**config.mk**
```make
export PLATFORM = sky130hd
export DESIGN_NAME = adc_ctrl
export DESIGN_NICKNAME = d
export VERILOG_FILES = /design/src/logic/adc_ctrl_fix_note.sv /design/src/logic/adc_pkg.sv /design/src/logic/adc_ctrl.sv /design/src/logic/adc_sar.sv
export SDC_FILE = /design/constraint.sdc
export NUM_CORES = 1
export LEC_CHECK = 0
export BUFFER_PORTS_ARGS = -buffer_cell sky130_fd_sc_hd__buf_2
export CORE_MARGIN = 3
export CORE_UTILIZATION = 53
export DETAILED_ROUTE_END_ITERATION = 10
export GPL_TIMING_DRIVEN = 0
export PLACE_DENSITY = 0.8
export SYNTH_ARGS = -nofsm -noshare
export SYNTH_HDL_FRONTEND = slang
export SYNTH_HIERARCHICAL = 1
export SYNTH_SLANG_ARGS = --single-unit
```
**constraint.sdc**
```tcl
create_clock -name clk_i -period 4.3 [get_ports clk_i]
set_clock_uncertainty 0.2 [all_clocks]
set_input_delay 0.645 -clock clk_i [delete_from_list [all_inputs] [get_ports clk_i]]
set_output_delay 0.645 -clock clk_i [all_outputs]
set_load 0.01 [all_outputs]
```
**src/logic/adc_ctrl_fix_note.sv**
```systemverilog
/*
 * Holds no logic: the converter control lives in adc_ctrl.sv and the
 * approximation register in adc_sar.sv.
 * Assumes nothing of its surroundings.
 */

```
**src/logic/adc_pkg.sv**
```systemverilog
/*
 * Shared constants for the converter control block: result widths,
 * register offsets and fields, reset values and trial-bit timing.
 * Assumes a 200 MHz system clock and byte addressing on the bus.
 */
package adc_pkg;

   // result shape
   localparam int RES_W      = 12;
   localparam int NIB_W      = 4;
   localparam int IDX_W      = 4;
   localparam int SHORT_BITS = 8;
   localparam logic [IDX_W-1:0] MSB_IDX      = 4'hb;
   localparam logic [IDX_W-1:0] LAST_IDX_FUL = 4'h0;
   localparam logic [IDX_W-1:0] LAST_IDX_SHT = 4'(RES_W - SHORT_BITS);

   // bus
   localparam int ADDR_W = 4;
   localparam int DATA_W = 32;
   localparam logic [ADDR_W-1:0] OFS_CTRL   = 4'h0;
   localparam logic [ADDR_W-1:0] OFS_STATUS = 4'h4;
   localparam logic [ADDR_W-1:0] OFS_RESULT = 4'h8;

   // control register fields
   localparam int DIV_W          = 10;
   localparam int CTRL_START_BIT = 16;
   localparam int CTRL_SHORT_BIT = 17;

   // status register fields
   localparam int ST_BUSY_BIT  = 0;
   localparam int ST_SHORT_BIT = 1;
   localparam int ST_DONE_BIT  = 2;

   // trial bit timing
   localparam int CLK_PERIOD_PS   = 5000;
   localparam int TRIAL_PERIOD_NS = 1000;
   localparam int TRIAL_CYCLES    = (TRIAL_PERIOD_NS * 1000) / CLK_PERIOD_PS;
   localparam logic [DIV_W-1:0] DIV_RESET = DIV_W'(TRIAL_CYCLES);

   typedef enum logic {
      SAR_IDLE,
      SAR_TRIAL
   } adc_sar_state_e;

endpackage

```
**src/logic/adc_ctrl.sv**
```systemverilog
/*
 * Control and output section of a 12-bit successive-approximation
 * converter: host pin decode, conversion clock, busy flag, three-state
 * result lines and an Avalon-MM register slave.
 * Assumes host pins are synchronous to clk_i and the comparator and
 * DAC sit outside this block.
 */
// The implementer's own choices: the Avalon-MM register port and the address map.
`timescale 1ns/10ps
module adc_ctrl (
   // clock and reset
   input  wire logic                         clk_i,
   input  wire logic                         rstn_i,
   // avalon-mm slave
   input  wire logic [adc_pkg::ADDR_W-1:0]   avs_address_i,
   input  wire logic                         avs_read_i,
   input  wire logic                         avs_write_i,
   input  wire logic [adc_pkg::DATA_W-1:0]   avs_writedata_i,
   input  wire logic [3:0]                   avs_byteenable_i,
   output      logic [adc_pkg::DATA_W-1:0]   avs_readdata_o,
   output      logic                         avs_waitrequest_o,
   // host control pins
   input  wire logic                         chip_enable_i,
   input  wire logic                         chip_select_n_i,
   input  wire logic                         read_convert_i,
   input  wire logic                         byte_select_short_cycle_i,
   input  wire logic                         word_format_i,
   // status pin
   output      logic                         conversion_busy_flag_o,
   // three-state result lines
   output      logic [adc_pkg::NIB_W-1:0]    result_high_nibble_o,
   output      logic                         result_high_nibble_oe_o,
   output      logic [adc_pkg::NIB_W-1:0]    result_mid_nibble_o,
   output      logic                         result_mid_nibble_oe_o,
   output      logic [adc_pkg::NIB_W-1:0]    result_low_nibble_o,
   output      logic                         result_low_nibble_oe_o,
   // analog side
   input  wire logic                         cmp_below_i,
   output      logic [adc_pkg::RES_W-1:0]    dac_code_o
);
   import adc_pkg::*;

   function automatic logic [NIB_W-1:0] nibble(input logic [RES_W-1:0] v,
                                               input int n);
      return v[n*NIB_W +: NIB_W];
   endfunction

   // registers
   logic [DIV_W-1:0]  div_q;
   logic [DIV_W-1:0]  div_cnt_q;
   logic [RES_W-1:0]  result_q;
   logic              conv_req_q;
   logic              short_q;
   logic              done_q;
   logic              rd_ack_q;
   logic [DATA_W-1:0] rdata_q;
   logic [NIB_W-1:0]  hi_q, mid_q, lo_q;
   logic              hi_oe_q, mid_oe_q, lo_oe_q;

   // decode wires
   logic              busy;
   logic              eoc;
   logic              tick;
   logic              active;
   logic              conv_req;
   logic              pin_start;
   logic              sw_start;
   logic              start;
   logic              start_short;
   logic              rd_en;
   logic              wr_ctrl;
   logic              hit_ctrl, hit_status, hit_result;
   logic [DATA_W-1:0] rd_mux;
   logic              hi_oe_d, mid_oe_d, lo_oe_d;
   logic [NIB_W-1:0]  mid_d;
   logic [RES_W-1:0]  sar_code;

   // host pin decode; select low is the host's part
   assign active    = chip_enable_i & ~chip_select_n_i;
   assign conv_req  = active & ~read_convert_i;
   // entering the convert state covers both a chip enable strobe and a
   // falling read/convert edge with enable held high
   assign pin_start = conv_req & ~conv_req_q;

   // bus decode
   assign hit_ctrl   = (avs_address_i == OFS_CTRL);
   assign hit_status = (avs_address_i == OFS_STATUS);
   assign hit_result = (avs_address_i == OFS_RESULT);
   assign wr_ctrl    = avs_write_i & hit_ctrl;
   assign sw_start   = wr_ctrl & avs_byteenable_i[2]
                     & avs_writedata_i[CTRL_START_BIT];

   // no abort or restart while a cycle runs
   assign start       = (pin_start | sw_start) & ~busy;
   assign start_short = pin_start ? byte_select_short_cycle_i
                                  : avs_writedata_i[CTRL_SHORT_BIT];

   // conversion clock: runs only while busy, stops at end
   // a zero divider must not wrap to the longest trial period
   assign tick = busy
               & ((div_q == '0) | (div_cnt_q >= div_q - 10'h1));

   adc_sar i_adc_sar (
      .clk_i       (clk_i),
      .rstn_i      (rstn_i),
      .start_i     (start),
      .short_i     (start_short),
      .tick_i      (tick),
      .busy_o      (busy),
      .eoc_o       (eoc),
      .cmp_below_i (cmp_below_i),
      .code_o      (sar_code)
   );

   assign dac_code_o             = sar_code;
   assign conversion_busy_flag_o = busy;

   // read decode: nothing offered while converting the start
   // cycle is masked too, as busy rises only one edge later
   assign rd_en    = active & read_convert_i & ~busy & ~start;
   assign hi_oe_d  = rd_en & (word_format_i | ~byte_select_short_cycle_i);
   assign mid_oe_d = rd_en & (word_format_i | ~byte_select_short_cycle_i
                     | byte_select_short_cycle_i);
   assign lo_oe_d  = rd_en & byte_select_short_cycle_i;
   assign mid_d    = (~word_format_i & byte_select_short_cycle_i)
                   ? '0 : nibble(result_q, 1);

   // register read mux; unmapped offsets read zero
   assign rd_mux = hit_ctrl   ? {14'h0, short_q, 1'b0, 6'h0, div_q}
                 : hit_status ? {29'h0, done_q, short_q, busy}
                 : hit_result ? {20'h0, result_q}
                 : 32'h0;

   // one wait state on reads, writes complete at once
   assign avs_waitrequest_o = avs_read_i & ~rd_ack_q;
   assign avs_readdata_o    = rdata_q;

   // divider counter restarts at every trial bit
   always_ff @(posedge clk_i) begin
      if (!rstn_i || !busy || tick) begin
         div_cnt_q <= '0;
      end else begin
         div_cnt_q <= div_cnt_q + 10'h1;
      end
   end

   // trial period setting; zero behaves as one cycle per bit
   always_ff @(posedge clk_i) begin
      if (!rstn_i) begin
         div_q <= DIV_RESET;
      end else if (wr_ctrl) begin
         if (avs_byteenable_i[0]) begin
            div_q[7:0] <= avs_writedata_i[7:0];
         end
         if (avs_byteenable_i[1]) begin
            div_q[DIV_W-1:8] <= avs_writedata_i[DIV_W-1:8];
         end
      end
   end

   // conversion bookkeeping
   always_ff @(posedge clk_i) begin
      if (!rstn_i) begin
         conv_req_q <= 1'b0;
         short_q    <= 1'b0;
         done_q     <= 1'b0;
         result_q   <= '0;
      end else begin
         conv_req_q <= conv_req;
         if (start) begin
            short_q <= start_short;
            done_q  <= 1'b0;
         end
         if (eoc) begin
            // final trial decision lands with the capture
            result_q                <= sar_code;
            result_q[LAST_IDX_SHT]  <= short_q ? cmp_below_i
                                              : sar_code[LAST_IDX_SHT];
            result_q[LAST_IDX_FUL]  <= short_q ? 1'b0 : cmp_below_i;
            done_q                  <= 1'b1;
         end
      end
   end

   // bus read answer
   always_ff @(posedge clk_i) begin
      if (!rstn_i) begin
         rd_ack_q <= 1'b0;
         rdata_q  <= '0;
      end else begin
         rd_ack_q <= avs_read_i & ~rd_ack_q;
         if (avs_read_i & ~rd_ack_q) begin
            rdata_q <= rd_mux;
         end
      end
   end

   // result lines, released unless a read is enabled
   always_ff @(posedge clk_i) begin
      if (!rstn_i) begin
         hi_q     <= '0;
         mid_q    <= '0;
         lo_q     <= '0;
         hi_oe_q  <= 1'b0;
         mid_oe_q <= 1'b0;
         lo_oe_q  <= 1'b0;
      end else begin
         hi_q     <= nibble(result_q, 2);
         mid_q    <= mid_d;
         lo_q     <= nibble(result_q, 0);
         hi_oe_q  <= hi_oe_d;
         mid_oe_q <= mid_oe_d;
         lo_oe_q  <= lo_oe_d;
      end
   end

   assign result_high_nibble_o    = hi_q;
   assign result_high_nibble_oe_o = hi_oe_q;
   assign result_mid_nibble_o     = mid_q;
   assign result_mid_nibble_oe_o  = mid_oe_q;
   assign result_low_nibble_o     = lo_q;
   assign result_low_nibble_oe_o  = lo_oe_q;

endmodule

```
**src/logic/adc_sar.sv**
```systemverilog
/*
 * Successive-approximation register: walks trial bits from the top
 * down, one per conversion clock tick, and flags end of conversion.
 * Assumes the comparator input is settled when a tick arrives.
 */
`timescale 1ns/10ps
module adc_sar (
   // clock and reset
   input  wire logic                    clk_i,
   input  wire logic                    rstn_i,
   // control section
   input  wire logic                    start_i,
   input  wire logic                    short_i,
   input  wire logic                    tick_i,
   output      logic                    busy_o,
   output      logic                    eoc_o,
   // analog side
   input  wire logic                    cmp_below_i,
   output      logic [adc_pkg::RES_W-1:0] code_o
);
   import adc_pkg::*;

   adc_sar_state_e       state_q, state_d;
   logic [RES_W-1:0]     sar_q, sar_d;
   logic [IDX_W-1:0]     idx_q, idx_d;
   logic                 short_q, short_d;
   logic [IDX_W-1:0]     last_idx;
   logic                 last_trial;

   assign last_idx   = short_q ? LAST_IDX_SHT : LAST_IDX_FUL;
   assign last_trial = (idx_q == last_idx);
   assign eoc_o      = (state_q == SAR_TRIAL) && tick_i && last_trial;
   assign busy_o     = (state_q == SAR_TRIAL);
   assign code_o     = sar_q;

   always_comb begin
      state_d = state_q;
      sar_d   = sar_q;
      idx_d   = idx_q;
      short_d = short_q;
      unique case (state_q)
         SAR_IDLE: begin
            if (start_i) begin
               // whole register cleared, then top trial bit raised
               sar_d          = '0;
               sar_d[MSB_IDX] = 1'b1;
               idx_d          = MSB_IDX;
               short_d        = short_i;
               state_d        = SAR_TRIAL;
            end
         end
         SAR_TRIAL: begin
            if (tick_i) begin
               sar_d[idx_q] = cmp_below_i;
               if (last_trial) begin
                  // low bits of a short cycle were never raised
                  state_d = SAR_IDLE;
               end else begin
                  idx_d        = idx_q - 4'h1;
                  sar_d[idx_d] = 1'b1;
               end
            end
         end
      endcase
   end

   always_ff @(posedge clk_i) begin
      if (!rstn_i) begin
         state_q <= SAR_IDLE;
         sar_q   <= '0;
         idx_q   <= '0;
         short_q <= 1'b0;
      end else begin
         state_q <= state_d;
         sar_q   <= sar_d;
         idx_q   <= idx_d;
         short_q <= short_d;
      end
   end

endmodule

```
==> results.json, run 1 <==
{
  "status": "finished clean",
  "setup_tns_ns": 0,
  "p_per_area_nw_per_um2": 298,
  "root_buffer": "clkbuf_8",
  "cts.clk_slew.worst_paths_ns": 0.10,
  "cts_buffers": 9,
  "synth.area.top_cells": "dfxtp_1 (39%), ha_1 (5.3%), mux2i_1 (4.3%)",
  "maxSlewViolCount": 0,
  "reg2reg_from": "div_q[2]$_SDFFE_PN0P_",
  "port_buffers": 69,
  "grt_start_max_net_pins": 18,
  "synthArstFlopShare_pct": 0,
  "coreArea_sq_um": 7490,
  "endpoint_kind": "register",
  "leakage_nw": 2.16,
  "synth_top_area_cell": "dfxtp_1",
  "fin_cells": 663,
  "area_delta_synth_final_pct": 17.5,
  "placedCellCount": 647,
  "whs_path_depth": 2,
  "ir_drop_mv": 0.183,
  "final_common_cell": "dfxtp_1",
  "syn_area_sq_um": 4230,
  "ys_ff_latch": 82,
  "syn_area_per_cell_sq_um": 9.17,
  "htree_levels": 3,
  "arrival_ns": 4.01,
  "grtUsageTotal_pct": 24.1,
  "dieWidth_um": 95.3,
  "die_area_sq_um": 9080,
  "power_frac_comb_pct": 10.4,
  "final_antenna_net_count": 0,
  "viasPerCell": 5.69,
  "setup.worst_path.class": "register to register",
  "dr.pass1.iters": 5,
  "fillers": 612,
  "synth_top_area_share_pct": 38.9,
  "cp_max_fo": 10,
  "hold_ws_ns": 0.266,
  "synth-seq-area-share_pct": 38.9,
  "fmax_ghz": 0.254,
  "start_kind": "register",
  "worst_slew_pin_slew_ns": 0.752,
  "die_h_um": 95.3,
  "seqPwrFrac_pct": 52.6,
  "clkPwrFrac_pct": 37.0,
  "hold_buffers": 0,
  "numClockSinks": 82,
  "gp_congestion": 0.960,
  "whs_endpoint": "avs_readdata_o[17]$_SDFFE_PN0P_",
  "worstHoldStart": "avs_readdata_o[17]$_SDFFE_PN0P_",
  "r2r_slack_ns": 0.36,
  "antenna_cells": 0,
  "p_sw_share_pct": 28.5,
  "final_util_pct": 66.3,
  "via_count": 3772,
  "final_hold_viol_count": 0,
  "clkLatencyLatePin_ns": 0.36,
  "grt_pass1_vias": 3597,
  "critical_path_required_ns": 4.37,
  "post-route-period-util_pct": 91.7,
  "critPathLaunch": "div_q[2]$_SDFFE_PN0P_",
  "synthCells": 461,
  "r2r-end": "result_q[8]$_SDFFE_PN0P_",
  "rsz0062_at_grt": "no",
  "rr_worst_depth": 15,
  "synth_edf_count": 0,
  "p_int_mw": 1.06,
  "wire_per_inst_um": 16.1,
  "grt_pass1_wl_um": 17100,
  "final_nets": 627,
  "antenna_found_initial": 0,
  "maxCapViolCount": 0,
  "cts_tree": "yes",
  "hold_path_class": "register to register",
  "drive_gt1_share_pct": 23.0,
  "cts_buffer_depth": 2,
  "grt_overflow": 0,
  "slew_headroom_pct": 49.4,
  "drt_iter0_drc": 205,
  "layout_common_cells": "dfxtp_1 (82), buf_2 (74), nand2_1 (42)",
  "finalSetupViolCount": 0,
  "io_pins": 111,
  "power.switching_uw": 421,
  "synth_warnings": 6,
  "synth.distinct_cells": 64,
  "initial_core_util_pct": 56.4,
  "hpwl_um": 8050,
  "rows": 31,
  "fin_crit_ns": 3.94,
  "total_power_mw": 1.48,
  "synth_flop_cell": "dfxtp_1",
  "routed_wl_um": 10700,
  "drcViolationCount": 0
}
per-stage QoR:
step                worst slack [ns]  area [sq um]
detailed placement             0.263          4760
global placement               0.386          4760
CTS                            0.160          4960
floorplan                      0.877          4290
global route                  0.0359          4960
finish                         0.358          4960
area by class of cell:
cell class	count	area [sq um]	area share [%]
multi-input combinational	345	2350	47.3
sequential	82	1640	33.1
timing repair buffer	69	345	6.96
buffer	43	278	5.59
clock buffer	9	124	2.49
tap	99	124	2.49
clock inverter	7	72.6	1.46
inverter	9	33.8	0.680
cells by family (layout without fill, tap and decap cells):
family | count (synthesis) | after routing | synth area share, %
AND/OR/NAND/NOR | 190 | 190 | 25.3
flip-flops | 82 | 82 | 38.9
AO/OA/AOI/OAI | 81 | 81 | 14.7
buffers and inverters | 52 | 137 | 7.34
multiplexers | 20 | 20 | 4.89
adder cells (fa/ha/maj) | 18 | 18 | 5.33
XOR/XNOR | 17 | 17 | 3.52
other | 1 | 19 | 0.0888
registers in the layout (all words and copies together) (netlist names):
register	cells
avs_readdata_o	13
conv_req_q	1
div_cnt_q	10
div_q	10
done_q	1
i_adc_sar/busy_o	1
i_adc_sar/code_o	12
i_adc_sar/idx_q	4
i_adc_sar/short_q	1
rd_ack_q	1
result_high_nibble_o	4
result_high_nibble_oe_o	1
result_low_nibble_o	4
result_low_nibble_oe_o	1
result_mid_nibble_o	4
result_mid_nibble_oe_o	1
result_q	12
short_q	1
worst max-delay path, cell delays in order (launching register included):
cell and delay (ns):
dfxtp_1 0.40, nor3_2 0.36, nand2_1 0.14, nor4_1 0.25, xnor2_1 0.15, ha_1 0.33, nand4_1 0.11, nor2_1 0.12
o2bb2ai_1 0.14, o31a_1 0.31, nand3_1 0.19, nor3_1 0.30, clkbuf_2 0.27, buf_2 0.28, mux2i_1 0.24, nor2b_1 0.06
routing by layer:
layer / wire length (um) / GRT usage [%] / vias to the layer above
met5: 0 / 0 / -
met3: 986 / 5.60 / 21
li1: - / - / 1799
met1: 4330 / 30.3 / 1754
met4: 186 / 8.17 / 0
met2: 5150 / 40.3 / 198
synthesized netlist by cell type, types with 2 or more instances:
cell type,number
dfxtp_1,82
nand2_1,42
buf_4,23
nor3_1,23
nor2b_1,22
nand3_1,19
nor2_1,19
ha_1,18
mux2i_1,18
and2_1,16
clkbuf_1,12
a21oi_1,10
xor2_1,10
and3_1,9
a21boi_1,8
nor3b_1,8
a221oi_1,7
inv_1,7
nand4_1,7
o21ai_0,7
o2bb2ai_1,7
xnor2_1,7
a22oi_1,6
a21boi_0,5
buf_2,5
nand2b_1,4
o21a_1,4
o31a_1,4
a31oi_1,3
and3b_1,3
buf_6,3
nor4_1,3
o31ai_1,3
a211oi_1,2
a21o_1,2
a41o_1,2
and2b_1,2
nand4b_1,2
o221ai_1,2
worst max path at each step:
stage,slack (ns),depth (start not counted),endpoint
global route,0.04,15,result_q[9]$_SDFFE_PN0P_
global placement,0.39,15,result_q[9]$_SDFFE_PN0P_
CTS,0.16,15,result_q[8]$_SDFFE_PN0P_
finish,0.36,15,result_q[8]$_SDFFE_PN0P_
detailed placement,0.26,15,result_q[8]$_SDFFE_PN0P_
floorplan,0.88,15,result_q[10]$_SDFFE_PN0P_
power by group through the flow:
stage | combinational [mW] | sequential, mW | clock [mW]
after floorplan | 0.0995 | 0.797 | 0
after global placement | 0.147 | 0.795 | 0
after detailed placement | 0.150 | 0.796 | 0
after CTS | 0.151 | 0.778 | 0.554
after global routing | 0.168 | 0.780 | 0.590
final | 0.154 | 0.778 | 0.548
repair_timing:
| action | in CTS | in global routing |
|---|---|---|
| gates resized for setup | 0 | 3 |
| setup buffers | 0 | 0 |
| hold endpoints to repair | 0 | 0 |
| endpoints found under the setup margin | 0 | 8 |
Note: power is estimated with default switching activity, not from simulation.
==> run 2: changes to the inputs <==
Settings changed: RECOVER_POWER set to 100.
==> run 2 against run 1 <==
Net effect:
- sequential share of layout area rose by 0.58 points
- setup slack improved by 0.0062 ns
- final cell count did not move
- via count barely moved
- non-clock buffer count did not move
- largest power group unchanged
- global-route usage did not move
- register-to-register slack barely moved
- sequential power barely moved
==> results.json, run 2 (synthesis results as in run 1) <==
{
  "path_cells": "nor3_2 > nand2_1 > nor4_1 > xnor2_1 > ha_1 > nand4_1 > nor2_1 > o2bb2ai_1 > o31a_1 > nand3_1 > nor3_1 > clkbuf_2 > buf_2 > mux2i_1 > nor2b_1",
  "clkLatencyLatePin_ns": 0.36,
  "grt_start_max_net_pins": 18,
  "via_count": 3770,
  "io_pins": 111,
  "rr_worst_depth": 15,
  "drt_iter0_drc": 223,
  "cts_buffer_depth": 2,
  "coreArea_sq_um": 7490,
  "r2r_slack_ns": 0.36,
  "fin_crit_ns": 3.94,
  "critical_path_required_ns": 4.36,
  "viasPerCell": 5.69,
  "final_hold_viol_count": 0,
  "p_int_mw": 1.06,
  "largest_reg_flops": 13,
  "area_delta_synth_final_pct": 15.5,
  "placedCellCount": 647,
  "hold_buffers": 0,
  "clkPwrFrac_pct": 37.1,
  "cts_buffers": 9,
  "wire_per_inst_um": 16.2,
  "status": "finished clean",
  "power.switching_uw": 418,
  "post-route-period-util_pct": 91.5,
  "finalSetupViolCount": 0,
  "rsz0062_at_grt": "no",
  "rows": 31,
  "arrival_ns": 4.00,
  "numClockSinks": 82,
  "crit_buf_inv": 2,
  "grtUsageTotal_pct": 24.1,
  "dr_wl_met3_um": 929,
  "slowest_delay_ns": 0.40,
  "cts_tree": "yes",
  "hpwl_um": 8050,
  "fmax_ghz": 0.254,
  "grt_pass1_wl_um": 17100,
  "setup_tns_ns": 0,
  "dieWidth_um": 95.3,
  "routed_wl_um": 10700,
  "p_per_area_nw_per_um2": 302,
  "drive_gt1_share_pct": 14.5,
  "gp_congestion": 0.960,
  "highest_layer": "met4",
  "seqPwrFrac_pct": 52.8,
  "slew_headroom_pct": 39.0,
  "die_area_sq_um": 9080,
  "maxSlewViolCount": 0,
  "reg2reg_from": "div_q[2]$_SDFFE_PN0P_",
  "final_common_cell": "dfxtp_1",
  "maxCapViolCount": 0,
  "initial_core_util_pct": 56.4,
  "critPathTopFamily": "simple AND/OR/NAND/NOR gates",
  "worstSetupPathDepth": 15,
  "endpoint_kind": "register",
  "worst_slew_pin_slew_ns": 0.907,
  "fillers": 643,
  "critPathLaunch": "div_q[2]$_SDFFE_PN0P_",
  "die_h_um": 95.3,
  "setup.worst_path.class": "register to register",
  "cp_max_fo": 10,
  "drt-met1-wl_um": 4410,
  "cts.clk_slew.worst_paths_ns": 0.10,
  "antenna_cells": 0,
  "layout_common_cells": "dfxtp_1 (82), clkbuf_1 (56), nand2_1 (42)",
  "ir_drop_mv": 0.182,
  "r2r-end": "result_q[8]$_SDFFE_PN0P_",
  "grt_pass1_vias": 3597,
  "final_util_pct": 65.2,
  "power_frac_comb_pct": 10.2,
  "port_buffers": 69,
  "hold_path_class": "register to register",
  "root_buffer": "clkbuf_8",
  "crit_path_end": "result_q[8]$_SDFFE_PN0P_",
  "start_kind": "register",
  "dr_wl_met2_um": 5170,
  "htree_levels": 3,
  "dr.pass1.iters": 5,
  "fin_cells": 663,
  "final_nets": 627,
  "final_antenna_net_count": 0,
  "p_sw_share_pct": 28.4,
  "leakage_nw": 1.95,
  "antenna_found_initial": 0,
  "cp_slowest_cell": "dfxtp_1",
  "grt_overflow": 0,
  "drcViolationCount": 0
}
run 2: per-layer routing:
metal,track usage (%),up-vias
li1,-,1807
met1,30.3,1766
met2,40.3,176
met3,5.60,21
met4,8.17,0
met5,0,-
run 2: timing repair:
action	4_1_cts	5_1_grt
endpoints found under the hold margin	0	0
endpoints found under the setup margin	0	8
setup buffers	0	0
resized for setup	0	3
run 2: worst min-delay path by stage:
stage | depth (start not counted) | slack, ns | startpoint | endpoint
finish | 2 | 0.27 | avs_readdata_o[17]$_SDFFE_PN0P_ | avs_readdata_o[17]$_SDFFE_PN0P_
global route | 2 | 0.29 | byte_select_short_cycle_i | result_high_nibble_oe_o$_SDFF_PN0_
CTS | 2 | 0.27 | avs_readdata_o[17]$_SDFFE_PN0P_ | avs_readdata_o[17]$_SDFFE_PN0P_
detailed placement | 2 | 0.26 | avs_readdata_o[17]$_SDFFE_PN0P_ | avs_readdata_o[17]$_SDFFE_PN0P_
global placement | 2 | 0.25 | avs_readdata_o[17]$_SDFFE_PN0P_ | avs_readdata_o[17]$_SDFFE_PN0P_
floorplan | 2 | 0.25 | i_adc_sar/short_q$_SDFFE_PN0P_ | i_adc_sar/short_q$_SDFFE_PN0P_
run 2: power by group through the flow:
stage | logic (mW) | clock network (mW) | registers [mW]
5_1_grt | 0.164 | 0.590 | 0.780
4_1_cts | 0.151 | 0.554 | 0.778
6_report | 0.150 | 0.546 | 0.778
3_3_place_gp | 0.147 | 0 | 0.795
3_5_place_dp | 0.150 | 0 | 0.796
2_1_floorplan | 0.0995 | 0 | 0.797
run 2: layout make-up:
class	count	area, sq um	share of cell area (%)
Clock buffer	9	124	2.54
Multi-Input combinational cell	345	2320	47.5
Tap cell	99	124	2.54
Buffer	43	274	5.62
Timing Repair Buffer	69	290	5.95
Sequential cell	82	1640	33.6
Inverter	9	33.8	0.692
Clock inverter	7	72.6	1.49
run 2: stage by stage:
step | total power [mW] | hold slack, ns | instance area, sq um | worst slack [ns]
finish | 1.47 | 0.267 | 4880 | 0.364
global route | 1.53 | 0.289 | 4880 | 0.0359
CTS | 1.48 | 0.268 | 4960 | 0.160
detailed placement | 0.946 | 0.255 | 4760 | 0.263
global placement | 0.942 | 0.255 | 4760 | 0.386
floorplan | 0.896 | 0.248 | 4290 | 0.877
run 2: worst register-to-register path: cells and delay by family, from the launching register on:
kind            cells  cell delay (ns)
simple gates        8             1.52
buf+inv             2             0.56
compound gates      2             0.45
flops               1             0.40
fa+ha+maj           1             0.33
mux                 1             0.24
xor+xnor            1             0.14
==> run 3: changes to the inputs <==
Settings changed: CELL_PAD_IN_SITES_DETAIL_PLACEMENT set to 2, CELL_PAD_IN_SITES_GLOBAL_PLACEMENT set to 2, CORE_UTILIZATION 53 to 31, PLACE_DENSITY 0.8 to unset, PLACE_DENSITY_LB_ADDON set to 0.1.
==> run 3 against run 2 <==
Net effect:
- setup slack gained 0.068 ns
- via count shrank 0.32%
- first-iteration DRC count shrank 30%
- highest routed layer unchanged
- global-route usage shrank 4.6 points
- worst hold slack gained 0.020 ns
- register-to-register slack gained 0.07 ns
- utilization shrank 26 points
- final cell count grew 12%
==> results.json, run 3 (synthesis results as in run 1) <==
{
  "rsz0062_at_grt": "no",
  "drive_gt1_share_pct": 14.4,
  "final_common_cell": "dfxtp_1",
  "hold_path_class": "register to register",
  "fmax_ghz": 0.259,
  "worstSetupPathDepth": 14,
  "cp_slowest_cell": "clkbuf_1",
  "cts_tree": "yes",
  "port_buffers": 69,
  "ir_drop_mv": 0.186,
  "cp_max_fo": 10,
  "r2r-end": "i_adc_sar/code_o[10]$_SDFFE_PN0P_",
  "status": "finished clean",
  "area_delta_synth_final_pct": 21.7,
  "critPathLaunch": "div_q[2]$_SDFFE_PN0P_",
  "hpwl_um": 10800,
  "maxCapViolCount": 0,
  "endpoint_kind": "register",
  "rr_worst_depth": 14,
  "critical_path_required_ns": 4.33,
  "crit_path_end": "i_adc_sar/code_o[10]$_SDFFE_PN0P_",
  "via_count": 3758,
  "seq_area_sq_um": 1640,
  "crit_buf_inv": 1,
  "io_pins": 111,
  "final_antenna_net_count": 0,
  "final_util_pct": 38.7,
  "antenna_cells": 0,
  "grt_pass1_vias": 4057,
  "r2r_slack_ns": 0.43,
  "fin_crit_ns": 3.87,
  "die_area_sq_um": 15100,
  "grt_pass1_wl_um": 22400,
  "slowest_delay_ns": 0.42,
  "viasPerCell": 5.08,
  "grtUsageTotal_pct": 19.5,
  "setup.worst_path.class": "register to register",
  "worst_slew_pin_slew_ns": 0.942,
  "path_cells": "nor3_2 > nand2_1 > nor3_1 > xnor2_1 > ha_1 > nand4_1 > nor2_1 > o2bb2ai_1 > o31a_1 > and2_0 > clkbuf_1 > nor2_1 > o21a_1 > o31a_1",
  "htree_levels": 3,
  "critPathTopFamily": "simple AND/OR/NAND/NOR gates",
  "antenna_found_initial": 0,
  "gp_congestion": 0.848,
  "fillers": 1530,
  "largest_reg_flops": 13,
  "cts_buffer_depth": 2,
  "cts_buffers": 9,
  "maxSlewViolCount": 0,
  "hold_ws_ns": 0.287,
  "arrival_ns": 3.90,
  "slew_headroom_pct": 36.6,
  "coreArea_sq_um": 13300,
  "hold_buffers": 0,
  "leakage_nw": 2.03,
  "rows": 42,
  "timing.final.ws_setup_ns": 0.432,
  "dr.pass1.iters": 4,
  "drt_iter0_drc": 155,
  "grt_overflow": 0,
  "drcViolationCount": 0,
  "grt_start_max_net_pins": 15,
  "layout_common_cells": "dfxtp_1 (82), clkbuf_1 (58), nand2_1 (42)",
  "dieWidth_um": 123,
  "routed_wl_um": 14000,
  "post-route-period-util_pct": 90.0,
  "root_buffer": "clkbuf_16",
  "cts.clk_slew.worst_paths_ns": 0.07,
  "numClockSinks": 82,
  "final_hold_viol_count": 0,
  "wire_per_inst_um": 18.9,
  "cts_setup_buffers": 0,
  "initial_core_util_pct": 31.8,
  "p_per_area_nw_per_um2": 363,
  "reg2reg_from": "div_q[2]$_SDFFE_PN0P_",
  "die_h_um": 123,
  "clkLatencyLatePin_ns": 0.35,
  "setup_tns_ns": 0,
  "final_nets": 627,
  "multi_input_area_sq_um": 2330,
  "finalSetupViolCount": 0,
  "pre_cts_ws_ns": 0.0608,
  "start_kind": "register"
}
## run 3: power by group
group / switching (mW) / internal, mW / total [mW] / leakage, nW
sequential: 0.00968 / 0.770 / 0.779 / 0.663
combinational: 0.0948 / 0.0605 / 0.155 / 1.20
clock: 0.342 / 0.589 / 0.931 / 0.172
## run 3: how the worst min path moves through the flow
stage                                     from                               to  cells after the start
2_1_floorplan   i_adc_sar/short_q$_SDFFE_PN0P_   i_adc_sar/short_q$_SDFFE_PN0P_                      2
3_3_place_gp   avs_readdata_o[10]$_SDFFE_PN0P_  avs_readdata_o[10]$_SDFFE_PN0P_                      2
3_5_place_dp   avs_readdata_o[17]$_SDFFE_PN0P_  avs_readdata_o[17]$_SDFFE_PN0P_                      2
4_1_cts        avs_readdata_o[17]$_SDFFE_PN0P_  avs_readdata_o[17]$_SDFFE_PN0P_                      2
5_1_grt        avs_readdata_o[11]$_SDFFE_PN0P_  avs_readdata_o[11]$_SDFFE_PN0P_                      2
6_report       avs_readdata_o[11]$_SDFFE_PN0P_  avs_readdata_o[11]$_SDFFE_PN0P_                      2
## run 3: routing by layer
layer / up-vias / share of wire (%) / GRT usage [%]
met3: 14 / 3.0 / 3.64
met2: 56 / 52 / 34.6
li1: 1805 / - / -
met1: 1883 / 44 / 23.8
met5: - / 0 / 0
met4: 0 / 1.4 / 5.81
## run 3: cell type report
cell class / count / area share [%]
Inverter: 9 / 0.657
Clock inverter: 5 / 2.14
Clock buffer: 11 / 4.72
Multi-Input combinational cell: 345 / 45.3
Sequential cell: 82 / 31.9
Buffer: 43 / 5.30
Tap cell: 176 / 4.28
Timing Repair Buffer: 69 / 5.64
## run 3: repair_timing
action / 4_1_cts / 5_1_grt
endpoints found under the setup margin: 4 / 8
pin swaps: 0 / 0
resized for setup: 1 / 5
## run 3: tightest hold or removal path: stages (launching register included)
cell,delay [ns]
dfxtp_1,0.31
nand2_1,0.05
a21boi_0,0.07
## run 3: through the flow
| stage | instance area (sq um) | total power, mW | std cells |
|---|---|---|---|
| finish | 5140 | 1.87 | 740 |
| global placement | 4860 | 0.952 | 724 |
| floorplan | 4290 | 0.896 | 479 |
| detailed placement | 4860 | 0.957 | 724 |
| CTS | 5210 | 1.89 | 740 |
| global route | 5140 | 1.93 | 740 |
